<file path="src/acr_pkg.sv">
/*
  Package for the converter control and result register block: register
  offsets, field positions, reset values, state codes and carrier structs.
  Assumes a byte-wide register port with a 3-bit address.
*/
package acr_pkg;

  // register offsets on the byte-wide register port
  localparam logic [2:0] ACR_OFF_RESULT_LOW = 3'h0;
  localparam logic [2:0] ACR_OFF_RESULT_HIGH = 3'h1;
  localparam logic [2:0] ACR_OFF_CONV_MAIN = 3'h2;
  localparam logic [2:0] ACR_OFF_SRC_CLK = 3'h3;
  localparam logic [2:0] ACR_OFF_REF_GAIN = 3'h4;
  localparam logic [2:0] ACR_OFF_BANDGAP = 3'h5;

  // conv_control_main field positions
  localparam int ACR_MAIN_START_BIT = 7;
  localparam int ACR_MAIN_BUSY_BIT = 6;
  localparam int ACR_MAIN_ENABLE_BIT = 5;
  localparam int ACR_MAIN_ALIGN_BIT = 4;
  localparam int ACR_MAIN_CHAN_LSB = 0;
  // conv_source_clock_select field positions
  localparam int ACR_SRC_SOURCE_LSB = 4;
  localparam int ACR_SRC_DIV_LSB = 0;
  // conv_reference_gain_control field positions
  localparam int ACR_REF_AMP_EN_BIT = 7;
  localparam int ACR_REF_AMP_IN_BIT = 4;
  localparam int ACR_REF_VREF_LSB = 2;
  localparam int ACR_REF_GAIN_LSB = 0;
  // bandgap_control field position
  localparam int ACR_BG_ENABLE_BIT = 0;

  // widths
  localparam int ACR_RESULT_W = 12;
  localparam int ACR_DIV_CNT_W = 7;

  // reset values
  localparam logic [7:0] ACR_RST_BYTE = 8'h00;
  localparam logic [11:0] ACR_RST_RESULT = 12'h000;
  localparam logic [6:0] ACR_RST_DIV_CNT = 7'h00;

  // conversion state, one-hot
  typedef enum logic [1:0] {
    ACR_IDLE = 2'b01,
    ACR_BUSY = 2'b10
  } acr_state_t;

  // software settings of conv_control_main
  typedef struct packed {
    logic start;
    logic enable;
    logic align;
    logic [3:0] chan;
  } acr_main_t;

  // software settings of conv_source_clock_select
  typedef struct packed {
    logic [3:0] source;
    logic [2:0] div;
  } acr_src_t;

  // analog reference, gain amplifier and bandgap settings
  typedef struct packed {
    logic gain_amp_enable;
    logic gain_amp_input_select;
    logic [1:0] reference_select;
    logic [1:0] gain_amp_gain_select;
    logic bandgap_enable;
  } acr_analog_cfg_t;

  localparam acr_main_t ACR_RST_MAIN = '0;
  localparam acr_src_t ACR_RST_SRC = '0;
  localparam acr_analog_cfg_t ACR_RST_ANALOG = '0;

endpackage

</file>
<file path="src/acr_top.sv">
/*
  Converter control and result registers for one shared 12-bit converter.
  Holds the control registers, starts conversions, divides the conversion
  clock, captures results and steers channel routing and pin functions.
  Assumes the analog core runs on mclk_i, counts conv_tick_o pulses and
  returns core_done_i with core_data_i; pin-mux selects arrive on mclk_i.
*/
// The placing of the registers and the address-and-strobe port were decided locally.
`timescale 1ns/1ps
`default_nettype none

// Overview of operation
// RQ1: each conversion yields a 12-bit result
// RQ2: internal source disconnects the external channel
// RQ3: source and channel fields pick the signal
// RQ4: alignment zero: high byte bits 11..4
// RQ5: alignment one: low byte bits 7..0
// RQ6: unused result bit positions read zero
// RQ7: converter disabled keeps result bytes unchanged
// RQ8: analog pin loses digital and shared functions
// RQ9: analog pin loses its pull-up
// RQ10: main control register field layout
// RQ11: source and clock register field layout
// RQ12: reference and gain register field layout
// RQ13: bandgap register holds enable at bit 0
// RQ14: one converter, one signal at a time
// RQ15: software writes start high then low
// RQ16: busy read-only, set on start, cleared done
// RQ17: conversion clock is fsys over power two
// RQ18: enable needed for conversions, clear powers down
// RQ19: both result bytes update together at completion
// RQ20: all control fields reset to zero
module acr_top import acr_pkg::*; (
  input wire logic mclk_i,
  input wire logic srst_i,
  input wire logic [2:0] addr_i,
  input wire logic [7:0] wdata_i,
  input wire logic wr_i,
  input wire logic rd_i,
  output logic [7:0] rdata_o,
  input wire logic core_done_i,
  input wire logic [11:0] core_data_i,
  input wire logic [15:0] analog_pin_sel_i,
  input wire logic [15:0] pullup_cfg_i,
  output logic core_enable_o,
  output logic core_start_o,
  output logic conv_tick_o,
  output logic ext_connect_o,
  output logic [3:0] channel_sel_o,
  output logic [3:0] source_sel_o,
  output acr_analog_cfg_t analog_cfg_o,
  output logic [15:0] gpio_disable_o,
  output logic [15:0] pullup_en_o
);

  ////////////////////////////////////////////////////////////////////////////
  // state
  acr_main_t main_reg, next_main_reg;
  acr_src_t src_reg, next_src_reg;
  acr_analog_cfg_t ana_reg, next_ana_reg;
  acr_state_t state, next_state;
  logic [11:0] result, next_result;
  logic [6:0] div_cnt, next_div_cnt;
  logic [7:0] next_rdata;
  logic next_core_start, next_conv_tick, next_ext_connect;
  logic [15:0] next_gpio_disable, next_pullup_en;
  logic wr_main, start_fall, src_internal, busy;
  logic [6:0] div_mask;

  assign busy = (state == ACR_BUSY);
  assign wr_main = wr_i && (addr_i == ACR_OFF_CONV_MAIN);
  // start is taken on the write that returns the start bit to low
  assign start_fall = wr_main && main_reg.start && !wdata_i[ACR_MAIN_START_BIT]; // RQ15
  // codes 0000, 0100 and 11xx pick the external channel, all else internal
  assign src_internal = !((src_reg.source == 4'h0) || (src_reg.source == 4'h4)
                          || (src_reg.source[3:2] == 2'b11)); // RQ3
  // mask of divider bits that must all be ones for a tick
  assign div_mask = 7'((8'h01 << src_reg.div) - 8'h01); // RQ17

  ////////////////////////////////////////////////////////////////////////////
  // control registers: only implemented bits are stored
  always_comb begin
    next_main_reg = main_reg;
    next_src_reg = src_reg;
    next_ana_reg = ana_reg;
    if (wr_main) begin
      next_main_reg.start = wdata_i[ACR_MAIN_START_BIT]; // RQ10
      next_main_reg.enable = wdata_i[ACR_MAIN_ENABLE_BIT];
      next_main_reg.align = wdata_i[ACR_MAIN_ALIGN_BIT];
      next_main_reg.chan = wdata_i[ACR_MAIN_CHAN_LSB +: 4];
    end
    if (wr_i && (addr_i == ACR_OFF_SRC_CLK)) begin
      next_src_reg.source = wdata_i[ACR_SRC_SOURCE_LSB +: 4]; // RQ11
      next_src_reg.div = wdata_i[ACR_SRC_DIV_LSB +: 3];
    end
    if (wr_i && (addr_i == ACR_OFF_REF_GAIN)) begin
      next_ana_reg.gain_amp_enable = wdata_i[ACR_REF_AMP_EN_BIT]; // RQ12
      next_ana_reg.gain_amp_input_select = wdata_i[ACR_REF_AMP_IN_BIT];
      next_ana_reg.reference_select = wdata_i[ACR_REF_VREF_LSB +: 2];
      next_ana_reg.gain_amp_gain_select = wdata_i[ACR_REF_GAIN_LSB +: 2];
    end
    if (wr_i && (addr_i == ACR_OFF_BANDGAP)) begin
      next_ana_reg.bandgap_enable = wdata_i[ACR_BG_ENABLE_BIT]; // RQ13
    end
  end

  always_ff @(posedge mclk_i) begin
    if (srst_i) begin
      main_reg <= ACR_RST_MAIN; // RQ20
      src_reg <= ACR_RST_SRC;
      ana_reg <= ACR_RST_ANALOG;
    end else begin
      main_reg <= next_main_reg;
      src_reg <= next_src_reg;
      ana_reg <= next_ana_reg;
    end
  end

  ////////////////////////////////////////////////////////////////////////////
  // conversion sequencer: a single converter, so a new start while busy is
  // ignored rather than queued
  always_comb begin
    next_state = state;
    next_result = result;
    next_core_start = 1'b0;
    case (state)
      ACR_IDLE: begin
        if (start_fall && main_reg.enable) begin // RQ18
          next_state = ACR_BUSY; // RQ16
          next_core_start = 1'b1; // RQ14
        end
      end
      ACR_BUSY: begin
        if (!main_reg.enable) begin
          next_state = ACR_IDLE; // RQ7
        end else if (core_done_i) begin
          next_result = core_data_i; // RQ1 RQ19
          next_state = ACR_IDLE; // RQ16
        end
      end
      default: begin
        next_state = ACR_IDLE;
      end
    endcase
  end

  always_ff @(posedge mclk_i) begin
    if (srst_i) begin
      state <= ACR_IDLE;
      result <= ACR_RST_RESULT;
      core_start_o <= 1'b0;
    end else begin
      state <= next_state;
      result <= next_result;
      core_start_o <= next_core_start;
    end
  end

  ////////////////////////////////////////////////////////////////////////////
  // conversion clock divider: counter cleared while idle, tick when masked bits all ones;
  // ticks only while busy so the core idles between conversions
  always_comb begin
    next_div_cnt = busy ? 7'(div_cnt + 7'h01) : ACR_RST_DIV_CNT;
    next_conv_tick = busy && ((div_cnt & div_mask) == div_mask); // RQ17
  end

  always_ff @(posedge mclk_i) begin
    if (srst_i) begin
      div_cnt <= ACR_RST_DIV_CNT;
      conv_tick_o <= 1'b0;
    end else begin
      div_cnt <= next_div_cnt;
      conv_tick_o <= next_conv_tick;
    end
  end

  ////////////////////////////////////////////////////////////////////////////
  // routing and pin functions, registered so the outputs are clean
  always_comb begin
    next_ext_connect = main_reg.enable && !src_internal; // RQ2 RQ3
    next_gpio_disable = analog_pin_sel_i; // RQ8
    next_pullup_en = pullup_cfg_i & ~analog_pin_sel_i; // RQ9
  end

  always_ff @(posedge mclk_i) begin
    if (srst_i) begin
      ext_connect_o <= 1'b0;
      gpio_disable_o <= 16'h0000;
      pullup_en_o <= 16'h0000;
    end else begin
      ext_connect_o <= next_ext_connect;
      gpio_disable_o <= next_gpio_disable;
      pullup_en_o <= next_pullup_en;
    end
  end

  assign core_enable_o = main_reg.enable; // RQ18
  assign channel_sel_o = main_reg.chan;
  assign source_sel_o = src_reg.source;
  assign analog_cfg_o = ana_reg;

  ////////////////////////////////////////////////////////////////////////////
  // read data, one cycle after the read strobe; unmapped offsets read zero
  always_comb begin
    next_rdata = ACR_RST_BYTE;
    if (rd_i) begin
      case (addr_i)
        ACR_OFF_RESULT_LOW: begin
          next_rdata = main_reg.align ? result[7:0] : {result[3:0], 4'h0}; // RQ4 RQ5 RQ6
        end
        ACR_OFF_RESULT_HIGH: begin
          next_rdata = main_reg.align ? {4'h0, result[11:8]} : result[11:4]; // RQ4 RQ5 RQ6
        end
        ACR_OFF_CONV_MAIN: begin
          next_rdata = {main_reg.start, busy, main_reg.enable, main_reg.align, main_reg.chan}; // RQ10 RQ16
        end
        ACR_OFF_SRC_CLK: begin
          next_rdata = {src_reg.source, 1'b0, src_reg.div}; // RQ11
        end
        ACR_OFF_REF_GAIN: begin
          next_rdata = {ana_reg.gain_amp_enable, 2'b00, ana_reg.gain_amp_input_select,
                        ana_reg.reference_select, ana_reg.gain_amp_gain_select}; // RQ12
        end
        ACR_OFF_BANDGAP: begin
          next_rdata = {7'h00, ana_reg.bandgap_enable}; // RQ13
        end
        default: begin
          next_rdata = ACR_RST_BYTE;
        end
      endcase
    end
  end

  always_ff @(posedge mclk_i) begin
    if (srst_i) begin
      rdata_o <= ACR_RST_BYTE;
    end else begin
      rdata_o <= next_rdata;
    end
  end
endmodule

`default_nettype wire

</file>
<file path="config.mk">
export PLATFORM = sky130hd
export DESIGN_NAME = acr_top
export DESIGN_NICKNAME = d
export VERILOG_FILES = /design/src/acr_pkg.sv /design/src/acr_top.sv
export SDC_FILE = /design/constraint.sdc
export NUM_CORES = 1
export LEC_CHECK = 0
export ABC_AREA = 0
export BUFFER_PORTS_ARGS = -buffer_cell sky130_fd_sc_hd__buf_2
export CAP_MARGIN = 20
export CORE_UTILIZATION = 49
export CTS_CLUSTER_SIZE = 16
export DETAILED_ROUTE_END_ITERATION = 7
export PLACE_DENSITY = 0.79
export SLEW_MARGIN = 20
export SYNTH_ARGS = -nofsm -noshare
export SYNTH_HDL_FRONTEND = slang
export SYNTH_SLANG_ARGS = --single-unit
</file>
<file path="constraint.sdc">
create_clock -name mclk_i -period 2.4 [get_ports mclk_i]
set_clock_uncertainty 0.15 [all_clocks]
set_input_delay 0.12 -clock mclk_i [delete_from_list [all_inputs] [get_ports mclk_i]]
set_output_delay 0.12 -clock mclk_i [all_outputs]
set_load 0.005 [all_outputs]
</file>
==> results.py, run 1 <==
metrics = {
    "cells_and_area": {
        "postLayoutCellArea_um2": 4650,
        "drive_gt1_frac": 0.293,
        "top_regs": "gpio_disable_o x16, pullup_en_o x16, result x12",
        "area_growth_pct": 39.2,
        "nets": 572,
        "final_common_cell": "buf_2",
        "final_util": 0.719,
        "layout_common_cells": "buf_2, dfxtp_1, dlygate4sd3_1",
        "diodes": 0,
    },
    "power_and_ir_drop": {
        "swShare": 0.232,
        "seqPwrFrac": 0.526,
        "p_per_area_nw_per_um2": 598,
        "total_power_uw": 2780,
        "intPower_uw": 2130,
        "clkPwrFrac": 0.377,
        "p_switching_uw": 644,
        "ir_drop_v": 0.000530,
        "p_comb_frac": 0.097,
        "leakagePower_uw": 0.00211,
    },
    "clock_tree": {
        "clk_latency_ns": 0.35,
        "cts_resized": 0,
        "cts_buffer_depth": 2,
        "clkSinkCount": 85,
        "path_clk_slew_ns": 0.09,
        "cts_tree": "done",
        "numCtsBuffers": 9,
        "clock-root-buffer": "clkbuf_8",
        "htree_levels": 3,
    },
    "placed_design": {
        "port_buffers": 118,
        "dpl.hpwl_mm": 5.55,
        "place_area_um2": 3890,
        "finalWeightedCongestion": 0.896,
    },
    "detailed_routing": {
        "drt-initial-drc-count": 166,
        "wl_per_cell_um": 14.7,
        "postRouteAntennaNets": 0,
        "drt-pass1-iter-count": 7,
        "num_vias": 3026,
        "viasPerCell": 5.11,
        "route.detailed.drc": 6,
        "routed_wl_mm": 8.73,
    },
    "floorplanning": {
        "core-area_um2": 6460,
        "rows": 29,
        "die_h_um": 84.5,
        "pin_count": 119,
        "die_x_um": 84.5,
        "floorplan.initialDensity": 0.517,
        "die-area_um2": 7140,
    },
    "worst_setup_path": {
        "r2r_cells": 4,
        "slowest_stage": "dlygate4sd3_1",
        "slowest_delay_ns": 0.59,
        "r2r_slack_ns": 0.43,
        "r2r-start": "src_reg[0]$_SDFFE_PP0P_",
        "path_cells": "dlygate4sd3_1, buf_2, buf_4, buf_4, nor3b_1, dlygate4sd3_1",
        "path_buf_inv": 5,
        "path_class": "in -> reg",
        "crit_family": "buffers and inverters",
        "critPathMaxFanout": 35,
        "cp.required_ns": 2.49,
        "cp.arrival_ns": 2.31,
        "r2r-end": "conv_tick_o$_SDFF_PP0_",
        "worstSetupStartpointType": "input pin",
        "cp-end-kind": "flop",
    },
    "timing": {
        "maxSlewHeadroom": 0.624,
        "final.setup.tns_ns": 0,
        "fmaxAchievable_mhz": 449,
        "grt_setup_unrepaired": "no",
        "finalHoldViolations": 0,
        "setup_violations": 0,
        "worst_slew_pin_slew_ns": 0.563,
        "hold_ws_ns": 0.0326,
        "timing.final.crit_period_ns": 2.23,
        "post-route-period-util": 0.928,
        "drv_slew": 0,
    },
    "global_route": {
        "track_usage": 0.252,
        "overflow": 0,
        "grt_pass1_wl_mm": 14.0,
        "antenna_found_initial": 0,
        "grt_max_degree": 36,
        "grt_pass1_vias": 3035,
    },
    "worst_hold_path": {
        "min_path_type": "in -> reg",
        "hold_end": "analog_cfg_o[0]$_SDFFE_PP0P_",
        "worstHoldStart": "wr_i",
        "holdPathStages": 4,
    },
    "synthesis": {
        "yosysWarnings": 0,
        "syn-num-nets": 415,
        "synth_edf_count": 0,
        "yosysSeqAreaShare": 0.510,
        "synth_cell_types": 51,
        "synth_cells": 353,
        "ys.flop_type": "dfxtp_1",
        "yosys.area.top_type": "dfxtp_1",
        "async_reset_ff_frac": 0,
        "synth-seq-cells": 85,
        "synth_area_leaders": "dfxtp_1, mux2i_1, nor2_1",
        "synth.top_cell.area_share": 0.510,
        "syn_avg_cell_area_um2": 9.45,
        "syn_area_um2": 3340,
    },
    "run_status": {
        "status": "complete, but fails checks",
        "violations": "DRC",
    },
    "flow_run": {
        "maxCapViolations": 0,
    },
}
-- final cells by class --
| type | count | area (um^2) |
|---|---|---|
| Tap cell | 77 | 96.3 |
| Sequential cell | 85 | 1700 |
| Clock inverter | 5 | 58.8 |
| Fill cell | 467 | 1810 |
| Clock buffer | 11 | 151 |
| Inverter | 5 | 18.8 |
| Multi-Input combinational cell | 235 | 1470 |
| Timing Repair Buffer | 174 | 1150 |
-- how the worst max path moves through the flow --
stage	start	to	slack (ns)	cells after the start
finish	srst_i	pullup_en_o[10]$_SDFF_PP0_	0.17	6
detailed placement	src_reg[0]$_SDFFE_PP0P_	conv_tick_o$_SDFF_PP0_	0.43	4
global placement	src_reg[0]$_SDFFE_PP0P_	conv_tick_o$_SDFF_PP0_	0.49	4
global route	srst_i	pullup_en_o[10]$_SDFF_PP0_	0.11	6
CTS	srst_i	pullup_en_o[6]$_SDFF_PP0_	0.27	6
floorplan	src_reg[0]$_SDFFE_PP0P_	conv_tick_o$_SDFF_PP0_	0.53	4
-- repair_timing --
item / 4_1_cts / 5_1_grt
hold buffers: 54 / 0
setup buffers: 0 / 0
endpoints found under the hold margin: 67 / 0
-- per-stage QoR --
| stage | cells | setup slack [ns] |
|---|---|---|
| after CTS | 592 | 0.269 |
| after global routing | 592 | 0.112 |
| after floorplan | 353 | 0.530 |
| after global placement | 522 | 0.486 |
| final | 592 | 0.173 |
| after detailed placement | 522 | 0.435 |
-- Yosys cell counts (2+ instances only) --
| library cell | instances |
|---|---|
| clkbuf_1 | 12 |
| buf_2 | 6 |
| xor2_1 | 3 |
| nand2_1 | 35 |
| xnor2_1 | 3 |
| nand3_1 | 6 |
| ha_1 | 2 |
| a21oi_1 | 25 |
| buf_4 | 8 |
| inv_1 | 4 |
| or2_2 | 2 |
| a221oi_1 | 2 |
| mux2_2 | 5 |
| nand2b_1 | 6 |
| and3_1 | 3 |
| nor2b_1 | 18 |
| dfxtp_1 | 85 |
| nand3b_1 | 3 |
| a31oi_1 | 2 |
| nor2_1 | 43 |
| o21ai_0 | 7 |
| a2111oi_0 | 2 |
| mux2i_1 | 25 |
| nor3b_1 | 17 |
| nor3_1 | 3 |
-- layer usage --
layer  track usage  wire length (um)  share of wire
met5             0                 0              0
met4         0.109               186          0.021
met3        0.0629               580          0.066
met2         0.455              4420           0.51
met1         0.281              3540           0.41
-- logic make-up (layout without fill, tap and decap cells) --
logic type	Yosys count	count (layout)	synth area share
multiplexers	30	30	0.0919
XOR/XNOR	6	6	0.0158
adder cells (fa/ha/maj)	2	2	0.00750
AO/OA/AOI/OAI	50	50	0.0945
flip-flops	85	85	0.510
buffers and inverters	33	195	0.0487
AND/OR/NAND/NOR	147	147	0.232
-- power groups by stage --
stage / clock, uW / combinational (uW) / sequential [uW]
after floorplan: 0 / 97.4 / 1490
after global placement: 0 / 195 / 1490
after detailed placement: 0 / 201 / 1490
after CTS: 1060 / 264 / 1460
after global routing: 1120 / 293 / 1460
final: 1050 / 270 / 1460
-- worst register-to-register path: stages, from the launching register on --
cell	delay, ns
dfxtp_1	0.37
or3_4	0.41
ha_1	0.26
a221o_1	0.34
a2111oi_2	0.34
No activity file was read; power rests on OpenSTA's default activity.
==> inputs of run 2 (changes only) <==
--- a/config.mk
+++ b/config.mk
@@ -11,7 +11,7 @@
 export CORE_UTILIZATION = 49
 export CTS_CLUSTER_SIZE = 16
 export DETAILED_ROUTE_END_ITERATION = 7
-export PLACE_DENSITY = 0.79
+export PLACE_DENSITY = 0.78
 export SLEW_MARGIN = 20
 export SYNTH_ARGS = -nofsm -noshare
 export SYNTH_HDL_FRONTEND = slang
==> run 2 against run 1 <==
Net effect: the flow still finishes with violations (DRC); first-iteration DRC count is 0.60% higher; hold slack worse by 0.0024 ns; critical endpoint is now conv_tick_o$_SDFF_PP0_; global-route usage is 0.18 points lower.
==> results.py, run 2 (synthesis results as in run 1) <==
metrics = {
    "worst_setup_path": {
        "slowest_delay_ns": 0.41,
        "critPathLaunch": "src_reg[0]$_SDFFE_PP0P_",
        "slowest_stage": "or3_4",
        "path_cells": "or3_4, ha_1, a221o_1, a2111oi_2",
        "path_class": "reg -> reg",
        "crit_family": "compound AO/OA/AOI/OAI gates",
        "worstSetupStartpointType": "flop",
        "path_buf_inv": 0,
        "r2r_slack_ns": 0.45,
        "cp.arrival_ns": 2.05,
        "r2r-end": "conv_tick_o$_SDFF_PP0_",
        "critPathMaxFanout": 7,
        "cp.required_ns": 2.50,
        "r2r_cells": 4,
        "cp-end-kind": "flop",
        "r2r-start": "src_reg[0]$_SDFFE_PP0P_",
    },
    "timing": {
        "grt_setup_unrepaired": "no",
        "post-route-period-util": 0.812,
        "worst_slew_pin_slew_ns": 0.548,
        "maxSlewHeadroom": 0.634,
        "fin_ws_ns": 0.451,
        "drv_slew": 0,
        "timing.final.crit_period_ns": 1.95,
        "setup_violations": 0,
        "final.setup.tns_ns": 0,
        "finalHoldViolations": 0,
        "fmaxAchievable_mhz": 513,
    },
    "floorplanning": {
        "floorplan.initialDensity": 0.517,
        "die_x_um": 84.5,
        "pin_count": 119,
        "rows": 29,
        "core-area_um2": 6460,
        "die-area_um2": 7140,
        "die_h_um": 84.5,
    },
    "cells_and_area": {
        "nets": 573,
        "final_common_cell": "buf_2",
        "stdcell_count": 593,
        "layout_common_cells": "buf_2, dfxtp_1, dlygate4sd3_1",
        "diodes": 0,
        "postLayoutCellArea_um2": 4650,
        "top_regs": "gpio_disable_o x16, pullup_en_o x16, result x12",
        "area_growth_pct": 39.4,
        "drive_gt1_frac": 0.295,
    },
    "detailed_routing": {
        "num_vias": 3067,
        "routed_wl_mm": 8.69,
        "viasPerCell": 5.17,
        "drt-pass1-iter-count": 6,
        "drt-initial-drc-count": 167,
        "postRouteAntennaNets": 0,
        "wl_per_cell_um": 14.7,
        "route.detailed.drc": 10,
    },
    "clock_tree": {
        "post-cts-setup-buffers": 0,
        "clock-root-buffer": "clkbuf_8",
        "path_clk_slew_ns": 0.08,
        "cts.hold.buffers_added": 54,
        "htree_levels": 3,
        "cts_buffer_depth": 2,
        "numCtsBuffers": 9,
        "cts_tree": "done",
        "clk_latency_ns": 0.34,
        "clkSinkCount": 85,
        "cts_resized": 0,
    },
    "global_route": {
        "grt_max_degree": 31,
        "grt_pass1_vias": 2982,
        "track_usage": 0.250,
        "grt_pass1_wl_mm": 14.1,
        "overflow": 0,
        "antenna_found_initial": 0,
    },
    "power_and_ir_drop": {
        "total_power_uw": 2780,
        "p_comb_frac": 0.098,
        "intPower_uw": 2130,
        "ir_drop_v": 0.000556,
        "swShare": 0.232,
        "seqPwrFrac": 0.526,
        "clkPwrFrac": 0.377,
        "p_switching_uw": 644,
        "leakagePower_uw": 0.00211,
        "p_per_area_nw_per_um2": 597,
    },
    "worst_hold_path": {
        "holdPathStages": 4,
        "worstHoldStart": "wr_i",
        "min_path_type": "in -> reg",
        "hold_end": "analog_cfg_o[0]$_SDFFE_PP0P_",
    },
    "run_status": {
        "violations": "DRC",
        "status": "complete, but fails checks",
    },
    "placed_design": {
        "dp.cells": 523,
        "place_worst_setup_slack_ns": 0.459,
        "finalWeightedCongestion": 0.852,
        "place_area_um2": 3900,
        "dpl.hpwl_mm": 5.44,
        "port_buffers": 118,
    },
    "flow_run": {
        "maxCapViolations": 0,
    },
}
-- run 2: changes by cell type in the layout (fill, tap and decap cells not counted) --
| cell | before | now |
|---|---|---|
| buf_4 | 2 | 3 |
-- run 2: area by class of cell --
cell class | count | area (um^2)
clock buffer | 11 | 151
timing repair buffer | 175 | 1150
inverter | 5 | 18.8
clock inverter | 5 | 58.8
sequential | 85 | 1700
multi-input combinational | 235 | 1470
tap | 77 | 96.3
fill | 485 | 1810
-- run 2: how the worst max path moves through the flow --
| stage | endpoint | slack [ns] | depth (start not counted) |
|---|---|---|---|
| floorplan | conv_tick_o$_SDFF_PP0_ | 0.53 | 4 |
| detailed placement | conv_tick_o$_SDFF_PP0_ | 0.46 | 4 |
| finish | conv_tick_o$_SDFF_PP0_ | 0.45 | 4 |
| global placement | conv_tick_o$_SDFF_PP0_ | 0.49 | 4 |
| global route | conv_tick_o$_SDFF_PP0_ | 0.39 | 4 |
| CTS | conv_tick_o$_SDFF_PP0_ | 0.44 | 4 |
-- run 2: worst register-to-register path: stages, from the launching register on --
cell       delay, ns
dfxtp_1         0.37
or3_4           0.41
ha_1            0.26
a221o_1         0.35
a2111oi_2       0.33
-- run 2: power groups by stage --
stage | sequential, uW | clock, uW | combinational, uW
after floorplan | 1490 | 0 | 97.4
after global placement | 1490 | 0 | 197
after detailed placement | 1490 | 0 | 201
after CTS | 1460 | 1060 | 264
after global routing | 1460 | 1130 | 294
final | 1460 | 1050 | 271
-- run 2: metal layers --
metal | vias to the layer above | part of all wire | track usage
met5 | - | 0 | 0
met2 | 108 | 0.51 | 0.450
met1 | 1438 | 0.42 | 0.296
li1 | 1509 | - | -
met3 | 12 | 0.063 | 0.0669
met4 | 0 | 0.012 | 0.0647
-- run 2: metrics by stage --
step / utilization / hold slack, ns
2_1_floorplan: - / 0.0461
4_1_cts: 0.720 / 0.0209
3_3_place_gp: 0.604 / 0.140
6_report: 0.720 / 0.0302
5_1_grt: 0.720 / 0.0554
3_5_place_dp: 0.604 / 0.147
